==> config.mk <==
export PLATFORM = sky130hd
export DESIGN_NAME = srmc_top
export DESIGN_NICKNAME = d
export VERILOG_FILES = /design/src/inc/srmc_pkg.sv /design/src/logic/srmc_clkdiv.sv /design/src/logic/srmc_top.sv
export VERILOG_INCLUDE_DIRS = /design/src /design/src/inc
export SDC_FILE = /design/constraint.sdc
export NUM_CORES = 1
export LEC_CHECK = 0
export ABC_AREA = 1
export BUFFER_PORTS_ARGS = -buffer_cell sky130_fd_sc_hd__buf_2
export CAP_MARGIN = 30
export CORE_MARGIN = 2
export CORE_UTILIZATION = 57
export CTS_BUF_LIST = sky130_fd_sc_hd__clkbuf_16
export CTS_CLUSTER_DIAMETER = 120
export DETAILED_ROUTE_END_ITERATION = 8
export PLACE_DENSITY = 0.84
export SETUP_SLACK_MARGIN = 0.05
export SYNTH_ARGS = -nofsm -noshare
export SYNTH_HDL_FRONTEND = slang
export SYNTH_SLANG_ARGS = --single-unit
==> constraint.sdc <==
create_clock -name clk_sys -period 2.8 [get_ports clk_sys]
set_input_delay 0.56 -clock clk_sys [delete_from_list [all_inputs] [get_ports clk_sys]]
set_output_delay 0.56 -clock clk_sys [all_outputs]
set_load 0.05 [all_outputs]
==> src/inc/srmc_map.svh <==
// register offsets, field positions, reset values and timing counts of the
// suspend/resume mode controller; assumes a 40 MHz suspend-well clock
`ifndef SRMC_MAP_SVH
`define SRMC_MAP_SVH

// clock and timing
`define SRMC_CLK_HZ        40000000
`define SRMC_SLOW_REFRESH_CLOCK_OUT_HZ     32000
`define SRMC_SLOW_REFRESH_CLOCK_OUT_HALF   (`SRMC_CLK_HZ / (2 * `SRMC_SLOW_REFRESH_CLOCK_OUT_HZ))
`define SRMC_PLL_WAIT_MS   20
`define SRMC_PLL_WAIT_CYC  (`SRMC_CLK_HZ / 1000 * `SRMC_PLL_WAIT_MS)
`define SRMC_STEP_US       1
`define SRMC_STEP_CYC      (`SRMC_CLK_HZ / 1000000 * `SRMC_STEP_US)
`define SRMC_RST_US        100
`define SRMC_RST_CYC       (`SRMC_CLK_HZ / 1000000 * `SRMC_RST_US)

// register byte offsets
`define SRMC_OFS_CTRL      8'h00
`define SRMC_OFS_WAKE_EN   8'h04
`define SRMC_OFS_STATUS    8'h08
`define SRMC_OFS_MASK      8'h0C
`define SRMC_OFS_STATE     8'h10

// control register fields
`define SRMC_CTRL_TYPE_LSB 0
`define SRMC_CTRL_EN_BIT   2
`define SRMC_CTRL_RSM_LSB  4

// output level codes {bridge, peripheral, plane one, two, three}
`define SRMC_LV_ON         5'h1F
`define SRMC_LV_STAT       5'h07
`define SRMC_LV_ONE        5'h03
`define SRMC_LV_TWO        5'h01
`define SRMC_LV_THREE      5'h00

// reset values
`define SRMC_RST_CTRL      6'h00
`define SRMC_RST_WORD      32'h0000_0000

`endif

==> src/inc/srmc_pkg.sv <==
// types shared by the suspend/resume mode controller files
// assumes nothing beyond a SystemVerilog compiler
`default_nettype none
package srmc_pkg;
    typedef enum logic [3:0] {
        SRMC_ON, SRMC_ENT_STAT, SRMC_ENT_ONE, SRMC_ENT_TWO, SRMC_ENT_THREE,
        SRMC_STBY, SRMC_RAM, SRMC_DISK,
        SRMC_RES_THREE, SRMC_RES_TWO, SRMC_RES_ONE, SRMC_RES_RST, SRMC_RES_PLL
    } srmc_state_e;

    typedef enum logic [1:0] {SRMC_SUS_STBY, SRMC_SUS_RAM, SRMC_SUS_DISK} srmc_sus_e;
    typedef enum logic [1:0] {SRMC_RSM_NONE, SRMC_RSM_CPU, SRMC_RSM_SYS} srmc_rsm_e;
endpackage : srmc_pkg
`default_nettype wire

==> src/logic/srmc_clkdiv.sv <==
// 32 kHz slow refresh clock generator
// assumes a 40 MHz clk_sys; output held low while run is low
`default_nettype none
`include "srmc_map.svh"
module srmc_clkdiv #(
    parameter int HALF = `SRMC_SLOW_REFRESH_CLOCK_OUT_HALF
) (
    // clock and reset
    input  wire logic clk_sys,
    input  wire logic reset_n,
    // control
    input  wire logic run,
    // clock out
    output logic      clk_out
);
    import srmc_pkg::*;

    logic [11:0] cnt_q, cnt_d;
    logic        clk_q, clk_d;

    always_comb begin
        cnt_d = '0;
        clk_d = 1'b0;
        if (run) begin
            if (cnt_q == 12'(HALF - 1)) begin
                clk_d = ~clk_q;
            end else begin
                cnt_d = cnt_q + 12'h001;
                clk_d = clk_q;
            end
        end
    end

    always_ff @(posedge clk_sys or negedge reset_n) begin
        if (!reset_n) begin
            cnt_q <= '0;
            clk_q <= 1'b0;
        end else begin
            cnt_q <= cnt_d;
            clk_q <= clk_d;
        end
    end

    assign clk_out = clk_q;
endmodule // srmc_clkdiv
`default_nettype wire

==> src/logic/srmc_top.sv <==
// suspend/resume mode controller with Avalon-MM register slave
// assumes a 40 MHz suspend-well clock and asynchronous resume reset
// Notes on behaviour
// RQ1: full-on plus standby, RAM and disk suspend
// RQ2: standby drops plane one to stop synthesizer
// RQ3: slow refresh clock runs during standby
// RQ4: standby resume: no, processor or system reset
// RQ5: no-reset resume waits for PLL lock
// RQ6: RAM suspend drops plane two, clock runs
// RQ7: RAM resume always ends in system reset
// RQ8: disk suspend drops plane three; system reset
// RQ9: any suspend mode accepted from full-on
// RQ10: several enabled wake sources each resume
// RQ11: fixed output levels in every state
// RQ12: software writes type, then enable bit
// RQ13: wake sets status, steps outputs to full-on
// RQ14: one state, planes change one step
//
// The implementer's own choices: the register offsets and the Avalon-MM register port.
`default_nettype none
`include "srmc_map.svh"
module srmc_top #(
    parameter int NWAKE        = 8,
    parameter int PLL_WAIT_CYC = `SRMC_PLL_WAIT_CYC
) (
    // clock and reset
    input  wire logic        clk_sys,
    input  wire logic        reset_n,
    // Avalon-MM slave
    input  wire logic [7:0]  avs_address,
    input  wire logic        avs_read,
    input  wire logic        avs_write,
    input  wire logic [31:0] avs_writedata,
    input  wire logic [3:0]  avs_byteenable,
    output logic      [31:0] avs_readdata,
    output logic             avs_waitrequest,
    output logic             irq,
    // wake sources, asynchronous, active high
    input  wire logic [NWAKE-1:0] wake_req,
    // suspend outputs
    output logic             bridge_suspend_status_n,
    output logic             peripheral_suspend_status_n,
    output logic             plane_one_off_n,
    output logic             plane_two_off_n,
    output logic             plane_three_off_n,
    output logic             slow_refresh_clock_out,
    output logic             cpu_reset_out,
    output logic             sys_reset_out
);
    import srmc_pkg::*;

    localparam int CNT_W = 20;

    function automatic logic [4:0] srmc_levels(input srmc_state_e s);
        case (s)
            SRMC_ON:                               srmc_levels = `SRMC_LV_ON;
            SRMC_ENT_STAT, SRMC_RES_ONE,
            SRMC_RES_RST, SRMC_RES_PLL:            srmc_levels = `SRMC_LV_STAT;
            SRMC_ENT_ONE, SRMC_STBY, SRMC_RES_TWO: srmc_levels = `SRMC_LV_ONE;
            SRMC_ENT_TWO, SRMC_RAM, SRMC_RES_THREE: srmc_levels = `SRMC_LV_TWO;
            default:                               srmc_levels = `SRMC_LV_THREE;
        endcase
    endfunction

    function automatic logic [31:0] srmc_merge(input logic [31:0] old,
                                               input logic [31:0] wd,
                                               input logic [3:0]  be);
        logic [31:0] r;
        r = old;
        for (int i = 0; i < 4; i++) begin
            if (be[i]) r[i*8 +: 8] = wd[i*8 +: 8];
        end
        return r;
    endfunction

    // wake input synchronisers
    logic [NWAKE-1:0] wk_s1_q, wk_s2_q, wk_s3_q;
    logic [NWAKE-1:0] wake_rise;
    always_ff @(posedge clk_sys or negedge reset_n) begin
        if (!reset_n) begin
            wk_s1_q <= '0;
            wk_s2_q <= '0;
            wk_s3_q <= '0;
        end else begin
            wk_s1_q <= wake_req;
            wk_s2_q <= wk_s1_q;
            wk_s3_q <= wk_s2_q;
        end
    end
    assign wake_rise = wk_s2_q & ~wk_s3_q;

    // register and bus state
    logic             wait_q, wait_d;
    logic [31:0]      rd_q, rd_d;
    logic [5:0]       ctrl_q, ctrl_d;
    logic [NWAKE-1:0] wen_q, wen_d;
    logic [NWAKE:0]   stat_q, stat_d, mask_q, mask_d;
    logic             irq_q, irq_d;
    logic             wr_go, start, done_ev;
    logic [NWAKE-1:0] hit;
    logic [31:0]      ctrl_w, wen_w, stat_w, mask_w;

    // sequencer state
    srmc_state_e      state_q, state_d;
    srmc_sus_e        tgt_q, tgt_d;
    srmc_rsm_e        rsm_q, rsm_d;
    logic [CNT_W-1:0] cnt_q, cnt_d;
    logic             pend_q, pend_d;
    logic [4:0]       lv_q, lv_d;
    logic             cpu_q, cpu_d, sys_q, sys_d;

    assign wr_go  = avs_write & ~wait_q;
    assign hit    = wake_rise & wen_q;
    assign ctrl_w = srmc_merge({26'h0, ctrl_q}, avs_writedata, avs_byteenable);
    assign wen_w  = srmc_merge(32'(wen_q), avs_writedata, avs_byteenable);
    assign stat_w = srmc_merge(`SRMC_RST_WORD, avs_writedata, avs_byteenable);
    assign mask_w = srmc_merge(32'(mask_q), avs_writedata, avs_byteenable);
    // suspend entry accepted only from full-on with a valid type
    assign start  = wr_go && avs_address == `SRMC_OFS_CTRL && state_q == SRMC_ON // RQ12
                    && ctrl_w[`SRMC_CTRL_EN_BIT] && ctrl_w[`SRMC_CTRL_TYPE_LSB +: 2] != 2'h3;

    always_comb begin
        wait_d = ~((avs_read | avs_write) & wait_q);
        rd_d   = rd_q;
        ctrl_d = ctrl_q;
        wen_d  = wen_q;
        mask_d = mask_q;
        stat_d = stat_q;
        if ((avs_read | avs_write) & wait_q) begin
            case (avs_address)
                `SRMC_OFS_CTRL:    rd_d = {26'h0, ctrl_q};
                `SRMC_OFS_WAKE_EN: rd_d = 32'(wen_q);
                `SRMC_OFS_STATUS:  rd_d = 32'(stat_q);
                `SRMC_OFS_MASK:    rd_d = 32'(mask_q);
                `SRMC_OFS_STATE:   rd_d = {28'h0, state_q};
                default:           rd_d = `SRMC_RST_WORD;
            endcase
        end
        if (wr_go) begin
            case (avs_address)
                `SRMC_OFS_CTRL:    ctrl_d = ctrl_w[5:0] & 6'h33;
                `SRMC_OFS_WAKE_EN: wen_d  = wen_w[NWAKE-1:0];
                `SRMC_OFS_STATUS:  stat_d = stat_q & ~stat_w[NWAKE:0];
                `SRMC_OFS_MASK:    mask_d = mask_w[NWAKE:0];
                default:           ;
            endcase
        end
        // set wins over a simultaneous clear
        stat_d = stat_d | {done_ev, hit}; // RQ13
        irq_d  = |(stat_d & mask_d);
    end

    always_ff @(posedge clk_sys or negedge reset_n) begin
        if (!reset_n) begin
            wait_q <= 1'b1;
            rd_q   <= `SRMC_RST_WORD;
            ctrl_q <= `SRMC_RST_CTRL;
            wen_q  <= '0;
            stat_q <= '0;
            mask_q <= '0;
            irq_q  <= 1'b0;
        end else begin
            wait_q <= wait_d;
            rd_q   <= rd_d;
            ctrl_q <= ctrl_d;
            wen_q  <= wen_d;
            stat_q <= stat_d;
            mask_q <= mask_d;
            irq_q  <= irq_d;
        end
    end

    // power state sequencer
    always_comb begin
        state_d = state_q;
        tgt_d   = tgt_q;
        rsm_d   = rsm_q;
        cnt_d   = (cnt_q == '0) ? cnt_q : cnt_q - 1'b1;
        pend_d  = pend_q | ((|hit) & (state_q != SRMC_ON)); // RQ10
        done_ev = 1'b0;
        case (state_q)
            SRMC_ON: begin
                pend_d = 1'b0;
                if (start) begin // RQ9
                    state_d = SRMC_ENT_STAT;
                    tgt_d   = srmc_sus_e'(ctrl_w[`SRMC_CTRL_TYPE_LSB +: 2]); // RQ1
                    rsm_d   = (ctrl_w[`SRMC_CTRL_RSM_LSB +: 2] == 2'h0) ? SRMC_RSM_NONE :
                              (ctrl_w[`SRMC_CTRL_RSM_LSB +: 2] == 2'h1) ? SRMC_RSM_CPU :
                              SRMC_RSM_SYS;
                    cnt_d   = CNT_W'(`SRMC_STEP_CYC);
                end
            end
            SRMC_ENT_STAT: if (cnt_q == '0) begin
                state_d = SRMC_ENT_ONE; // RQ2
                cnt_d   = CNT_W'(`SRMC_STEP_CYC);
            end
            SRMC_ENT_ONE: if (cnt_q == '0) begin
                state_d = (tgt_q == SRMC_SUS_STBY) ? SRMC_STBY : SRMC_ENT_TWO; // RQ14
                cnt_d   = CNT_W'(`SRMC_STEP_CYC);
            end
            SRMC_ENT_TWO: if (cnt_q == '0) begin
                state_d = (tgt_q == SRMC_SUS_RAM) ? SRMC_RAM : SRMC_ENT_THREE; // RQ6
                cnt_d   = CNT_W'(`SRMC_STEP_CYC);
            end
            SRMC_ENT_THREE: if (cnt_q == '0) state_d = SRMC_DISK; // RQ8
            SRMC_STBY, SRMC_RAM, SRMC_DISK: if (pend_q) begin // RQ13
                pend_d  = 1'b0;
                state_d = (state_q == SRMC_STBY) ? SRMC_RES_ONE :
                          (state_q == SRMC_RAM) ? SRMC_RES_TWO : SRMC_RES_THREE;
                cnt_d   = CNT_W'(`SRMC_STEP_CYC);
            end
            SRMC_RES_THREE: if (cnt_q == '0) begin
                state_d = SRMC_RES_TWO;
                cnt_d   = CNT_W'(`SRMC_STEP_CYC);
            end
            SRMC_RES_TWO: if (cnt_q == '0) begin
                state_d = SRMC_RES_ONE;
                cnt_d   = CNT_W'(`SRMC_STEP_CYC);
            end
            SRMC_RES_ONE: if (cnt_q == '0) begin
                if (tgt_q == SRMC_SUS_STBY && rsm_q == SRMC_RSM_NONE) begin
                    state_d = SRMC_RES_PLL; // RQ5
                    cnt_d   = CNT_W'(PLL_WAIT_CYC);
                end else begin
                    state_d = SRMC_RES_RST; // RQ4 RQ7 RQ8
                    cnt_d   = CNT_W'(`SRMC_RST_CYC);
                end
            end
            SRMC_RES_RST, SRMC_RES_PLL: if (cnt_q == '0) begin
                state_d = SRMC_ON;
                done_ev = 1'b1;
            end
            default: state_d = SRMC_ON;
        endcase
        lv_d  = srmc_levels(state_d); // RQ11
        sys_d = (state_d == SRMC_RES_RST) && (tgt_q != SRMC_SUS_STBY || rsm_q == SRMC_RSM_SYS);
        cpu_d = (state_d == SRMC_RES_RST) && !sys_d; // RQ4
    end

    always_ff @(posedge clk_sys or negedge reset_n) begin
        if (!reset_n) begin
            state_q <= SRMC_ON;
            tgt_q   <= SRMC_SUS_STBY;
            rsm_q   <= SRMC_RSM_NONE;
            cnt_q   <= '0;
            pend_q  <= 1'b0;
            lv_q    <= `SRMC_LV_ON;
            cpu_q   <= 1'b0;
            sys_q   <= 1'b0;
        end else begin
            state_q <= state_d;
            tgt_q   <= tgt_d;
            rsm_q   <= rsm_d;
            cnt_q   <= cnt_d;
            pend_q  <= pend_d;
            lv_q    <= lv_d;
            cpu_q   <= cpu_d;
            sys_q   <= sys_d;
        end
    end

    // refresh clock runs while plane one is off and plane three is on
    srmc_clkdiv #(.HALF(`SRMC_SLOW_REFRESH_CLOCK_OUT_HALF)) u_clkdiv (
        .clk_sys (clk_sys),
        .reset_n (reset_n),
        .run     (~lv_q[2] & lv_q[0]), // RQ3 RQ6
        .clk_out (slow_refresh_clock_out)
    );

    assign avs_readdata                = rd_q;
    assign avs_waitrequest             = wait_q;
    assign irq                         = irq_q;
    assign bridge_suspend_status_n     = lv_q[4];
    assign peripheral_suspend_status_n = lv_q[3];
    assign plane_one_off_n             = lv_q[2];
    assign plane_two_off_n             = lv_q[1];
    assign plane_three_off_n           = lv_q[0];
    assign cpu_reset_out               = cpu_q;
    assign sys_reset_out               = sys_q;

    logic [CNT_W-1:0] pll_cyc_q;
    always_ff @(posedge clk_sys or negedge reset_n) begin
        if (!reset_n) pll_cyc_q <= '0;
        else pll_cyc_q <= (state_q == SRMC_RES_PLL) ? pll_cyc_q + 1'b1 : '0;
    end
endmodule // srmc_top
`default_nettype wire

[Word-level counts from Yosys, hierarchy flattened]
Memory sizes are Yosys's and may differ from the RTL's. A register that Yosys moved wholly into a read port is not among the register bits.
Cells that the tools add are included.
Storage, ports and cells
  latch bits: 0
  memory bits (writable): 0
  output and inout port bits: 42
  register bits after elaboration: 132
  ROM bits: 80
  memories kept: 1
  input port bits: 56
Cells by class
  div/mod/pow operators: 0
  reductions and logical operators: 26
  order comparisons: 0
  add/subtract/negate cells: 2
  bitwise logic cells: 17
  multiply operators: 0
  equality and inequality tests: 23
  mux-type cells: 43
  shifts and indexed selects: 0
Memory list
  (no name shown): words 16, bits a word 5, read ports 1, clocked after Yosys merged registers in 1, write ports 0, RTL line srmc_top.sv:55  | case (s)
Operator list (count)
  20-bit two-way mux: 6
  20-bit case mux with 4 select lines: 1
  9-bit case mux with 5 select lines: 1
  4-bit two-way mux: 10
  4-bit case mux with 10 select lines: 1
  9-bit two-way mux: 4
  4-bit == test (second input constant): 6
  12-bit two-way mux: 2
  20-bit logical NOT: 1
  20-bit by 1-bit subtractor with 20-bit output (second input constant): 1
  9-bit AND: 2
  8-bit AND: 2
  4-bit by 3-bit == test with 1-bit output (second input constant): 4
  8-bit by 4-bit == test with 1-bit output (second input constant): 2
  8-bit two-way mux: 2
  12-bit by 1-bit adder with 12-bit output (second input constant): 1
  12-bit by 10-bit == test with 1-bit output (second input constant): 1
  9-bit NOT: 1
  9-bit OR: 1
  9-bit OR reduction: 1
  4-bit by 2-bit == test with 1-bit output (second input constant): 2
  8-bit by 3-bit == test with 1-bit output (second input constant): 1
  8-bit by 5-bit == test with 1-bit output (second input constant): 1
  8-bit logical NOT: 1
  26 further kinds: 56

[Logic depth before layout (Yosys ltp)]
  word-level depth: 12
  mapped depth: 19

[By module]
A second synthesis with hierarchy kept.
Unflattened totals
  cells, all modules: 701
  area total of the unflattened synthesis: 5883.1 µm²
By module, submodules not included
  srmc_top: area an instance 5144.9 µm², times used 1, cells each 608
  srmc_clkdiv: area an instance 738.2 µm², times used 1, cells each 93

[Worst setup path before layout]
No wires, ideal clock.
  kind: input to register
  start point: in avs_address[7]
  end point: reg lv_q[2]
  data arrival time: 2050 ps
  cell stages on the path: 17
  setup slack: 678 ps
  library setup time: 72 ps
  path buffers: 0
  cell sequence: nor2_2 > nand2_1 > nor2_4 > nand2_2 > nor2_8 > nand2_2 > inv_1 > nor2_1 > nand2_1 > inv_1 > ha_1 > inv_1 > nand2_2 > nand2_2 > nand2_1 > nand2_1 > inv_1
On the way
  longest elaborated chain between the ends: 7
RTL lines
  start, declared: RTL line srmc_top.sv:30  | input wire logic [7:0] avs_address,
  8-bit logical NOT
  1-bit logical AND (no source line)
  1-bit logical AND (3 in a row): RTL line srmc_top.sv:119  | assign start = wr_go && avs_address == `SRMC_OFS_CTRL && state_q == SRMC_ON
  4-bit two-way mux: RTL line srmc_top.sv:184  | if (start) begin
  4-bit case mux with 10 select lines: RTL line srmc_top.sv:181  | case (state_q)
  named net state_d[0]: RTL line srmc_top.sv:104  | srmc_state_e state_q, state_d;
  end, declared: RTL line srmc_top.sv:109  | logic [4:0] lv_q, lv_d;
The timed path passes the listed nets, and every way through them passes these cells.
A chain may end at the register's enable or synchronous reset.

[Final worst setup path]
  start point: reg state_q[3]
  end point: reg lv_q[2]
On the way
  longest elaborated chain between the ends: 6
  elaborated cells between the ends (all ways): 31
  classes of those cells: 12 x eq/ne; 13 x mux; 6 x reduce/logical
RTL lines
  start, declared: RTL line srmc_top.sv:104
  start signal, assigned: RTL line srmc_top.sv:251  | state_q <= state_d;
  branches (longest 5 deep; another with 4-bit by 3-bit == test with 1-bit output)
  4-bit case mux with 10 select lines (*): RTL line srmc_top.sv:181
  named net state_d[0]: RTL line srmc_top.sv:104
Mark *: on every way through the listed nets, which the timed path passes.

==> impl_metrics.env <==
export IMPL_status="completed"
export IMPL_placed_area_um2=6200
export IMPL_end_kind="flop"
export IMPL_cts_sinks=113
export IMPL_r2r_start="state_q[3]$_DFF_PN0_"
export IMPL_critPathArrivalTime_ns=2.71
export IMPL_ys_flop_type="dfrtp_1"
export IMPL_h_tree_depth=4
export IMPL_ys_ff_latch=113
export IMPL_yosys_warnings=0
export IMPL_layout_commonest_cell="nand2_1"
export IMPL_synth_seq_area_share_pct=48.4
export IMPL_final_hold_viol_count=0
export IMPL_rrSetupSlack_ns=0.45
export IMPL_synth_distinct_cells=47
export IMPL_num_rows=36
export IMPL_finalSetupViolCount=0
export IMPL_wl_per_cell_um=15.3
export IMPL_syn2layout_area_growth_pct=16.4
export IMPL_ios=98
export IMPL_maxSlewViolCount=0
export IMPL_r2r_end="lv_q[2]$_DFF_PN1_"
export IMPL_grtUsageTotal_pct=27.3
export IMPL_post_dp_hpwl_um=9720
export IMPL_max_freq_mhz=425
export IMPL_ant_nets=0
export IMPL_fin_crit_sh_pct=84.1
export IMPL_ctsResizeCount=0
export IMPL_cts_buffers=17
export IMPL_drt_first_pass_iters=6
export IMPL_viasPerCell=5.53
export IMPL_hold_path_class="primary input to asynchronous set/reset pin"
export IMPL_die_h_um=105
export IMPL_cts_tree="built"
export IMPL_port_buffers=49
export IMPL_drive_gt1_share_pct=20.1
export IMPL_die_x_um=105
export IMPL_postLayoutCellArea_um2=6810
export IMPL_drv_cap=0
export IMPL_antenna_cells=0
export IMPL_coreArea_um2=9860
export IMPL_dieArea_um2=11100
export IMPL_clock_tree_root_cell="clkbuf_16"
export IMPL_dr_total_vias=4986
export IMPL_grt_max_degree=47
export IMPL_syn_area_um2=5850
export IMPL_drc_errors=0
export IMPL_setup_tns_ns=0
export IMPL_overflow=0
export IMPL_crit_fanout=7
export IMPL_skew_ns=0.00949
export IMPL_final_cell_mix="151 x nand2_1, 108 x dfrtp_1, 80 x inv_1, 56 x nor2_1, 56 x o21ai_0"
export IMPL_start_util_pct=59.3
export IMPL_antenna_found_initial=0
export IMPL_powerDensity_nw_per_um2=616
export IMPL_crit_required_ns=3.16
export IMPL_min_period_ns=2.35
export IMPL_drt_iter0_drc=351
export IMPL_slew_headroom_pct=54.9
export IMPL_wl_um=13700
export IMPL_gp_congestion=0.956
export IMPL_clk_path_buf_depth=2
export IMPL_postCtsHoldBufs=0
export IMPL_async_flop_share_pct=100
export IMPL_worst_ir_drop_vdd_uv=589
export IMPL_grt_pass1_vias=5098
export IMPL_cts_reportedPaths_clkPinSlew_ns=0.05
export IMPL_criticalPathCategory="flop to flop"
export IMPL_grt_pass1_wl_um=23600
export IMPL_rsz0062_at_grt="no"
export IMPL_layout_nets=819
export IMPL_synth_edf_count=0
export IMPL_tightest_slew_ns=0.669
export IMPL_netlist_instances=688
export IMPL_p_leak_nw=3.33
export IMPL_reg2reg_depth=15
export IMPL_clkLatencyLatePin_ns=0.42
export IMPL_syn_avg_cell_area_um2=8.50
export IMPL_start_kind="flop"
export IMPL_cts_setup_buffers=0
[routing by layer]
metal / share of wire, % / vias to the layer above / global-route usage [%]
li1: - / 2339 / -
met1: 40 / 2368 / 31.9
met2: 49 / 231 / 45.3
met3: 7.0 / 48 / 8.78
met4: 3.5 / 0 / 13.0
met5: 0 / - / 0
[cell usage after synthesis (4+ instances only)]
cell type	instances	share of area (%)
mux2_2	5	0.96
dfstp_2	5	2.2
nor2_2	11	1.2
nand2_1	151	9.7
buf_4	25	3.2
o21ai_1	6	0.51
nand3_2	4	0.68
xor2_1	11	1.6
nor4_1	4	0.43
nand4_1	14	1.5
nor3_1	13	1.1
inv_1	79	5.1
nand2_4	4	0.77
clkinv_1	4	0.26
nand2_2	11	1.2
o22ai_1	12	1.3
a22oi_1	4	0.51
nor2_1	56	3.6
inv_2	9	0.58
ha_1	8	1.7
o21ai_0	56	4.8
nand3_1	26	2.2
a21oi_1	19	1.6
dfrtp_1	108	46
[final cells by class]
cell class | instances | area (µm²)
timing repair buffer | 56 | 313
inverter | 93 | 350
sequential | 113 | 2830
fill | 771 | 3050
clock buffer | 17 | 425
multi-input combinational | 474 | 2530
tap | 133 | 166
clock inverter | 15 | 191
[state kept, by name, summed over array words and instances, names as in the netlist]
name and count:
wk_s1_q 8, u_clkdiv.clk_out 1, wen_q 8, state_q 4, stat_q 9, pend_q 1, ctrl_q 4, tgt_q 2
cnt_q 20, sys_reset_out 1, lv_q 4, mask_q 9, wk_s2_q 8, avs_readdata 9, rsm_q 2, cpu_reset_out 1
irq 1, u_clkdiv.cnt_q 12, wk_s3_q 8, avs_waitrequest 1
[critical path, cell delays in order (launching register included)]
cell and delay (ns):
dfrtp_1 0.39, nor2_2 0.22, nand2_1 0.17, nor3_1 0.29, nand2_2 0.15, inv_1 0.19
nor2_1 0.10, nand2_1 0.13, inv_1 0.08, ha_1 0.20, inv_1 0.09, nand2_2 0.07
nand2_2 0.07, nand2_1 0.05, nand2_1 0.05, inv_1 0.03
[stage by stage]
stage	utilization, %	cells	hold slack [ns]	worst slack (ns)	total power, W
2_1_floorplan	-	710	0.264	0.678	0.00191
3_3_place_gp	62.8	869	0.332	0.343	0.00197
3_5_place_dp	62.8	869	0.337	0.270	0.00198
4_1_cts	69.1	901	0.182	0.456	0.00423
5_1_grt	69.1	901	0.203	0.184	0.00433
6_report	69.1	901	0.167	0.447	0.00420
[where the power goes]
part           switching (W)  internal (W)  total, W
sequential         0.0000236       0.00168   0.00170
clock               0.000761       0.00148   0.00224
combinational       0.000205     0.0000528  0.000258
total               0.000990       0.00321   0.00420
[worst max path at each step]
stage | depth (start not counted) | to | slack [ns] | from
floorplan | 17 | lv_q[2]$_DFF_PN1_ | 0.68 | avs_address[7]
global route | 17 | lv_q[2]$_DFF_PN1_ | 0.18 | cnt_q[0]$_DFF_PN0_
detailed placement | 18 | lv_q[2]$_DFF_PN1_ | 0.27 | avs_address[7]
global placement | 18 | lv_q[2]$_DFF_PN1_ | 0.34 | avs_address[7]
finish | 15 | lv_q[2]$_DFF_PN1_ | 0.45 | state_q[3]$_DFF_PN0_
CTS | 17 | lv_q[2]$_DFF_PN1_ | 0.46 | cnt_q[0]$_DFF_PN0_
[cells by family after synthesis]
kind of cell	count (synthesis)	share of synthesized area, %
fa+ha+maj	8	1.71
other cells	1	0.0641
simple gates	310	25.6
mux	5	0.962
xor+xnor	14	2.10
flops	113	48.4
buf+inv	123	9.69
compound gates	114	11.5
Note: power is estimated with default switching activity, not from simulation.
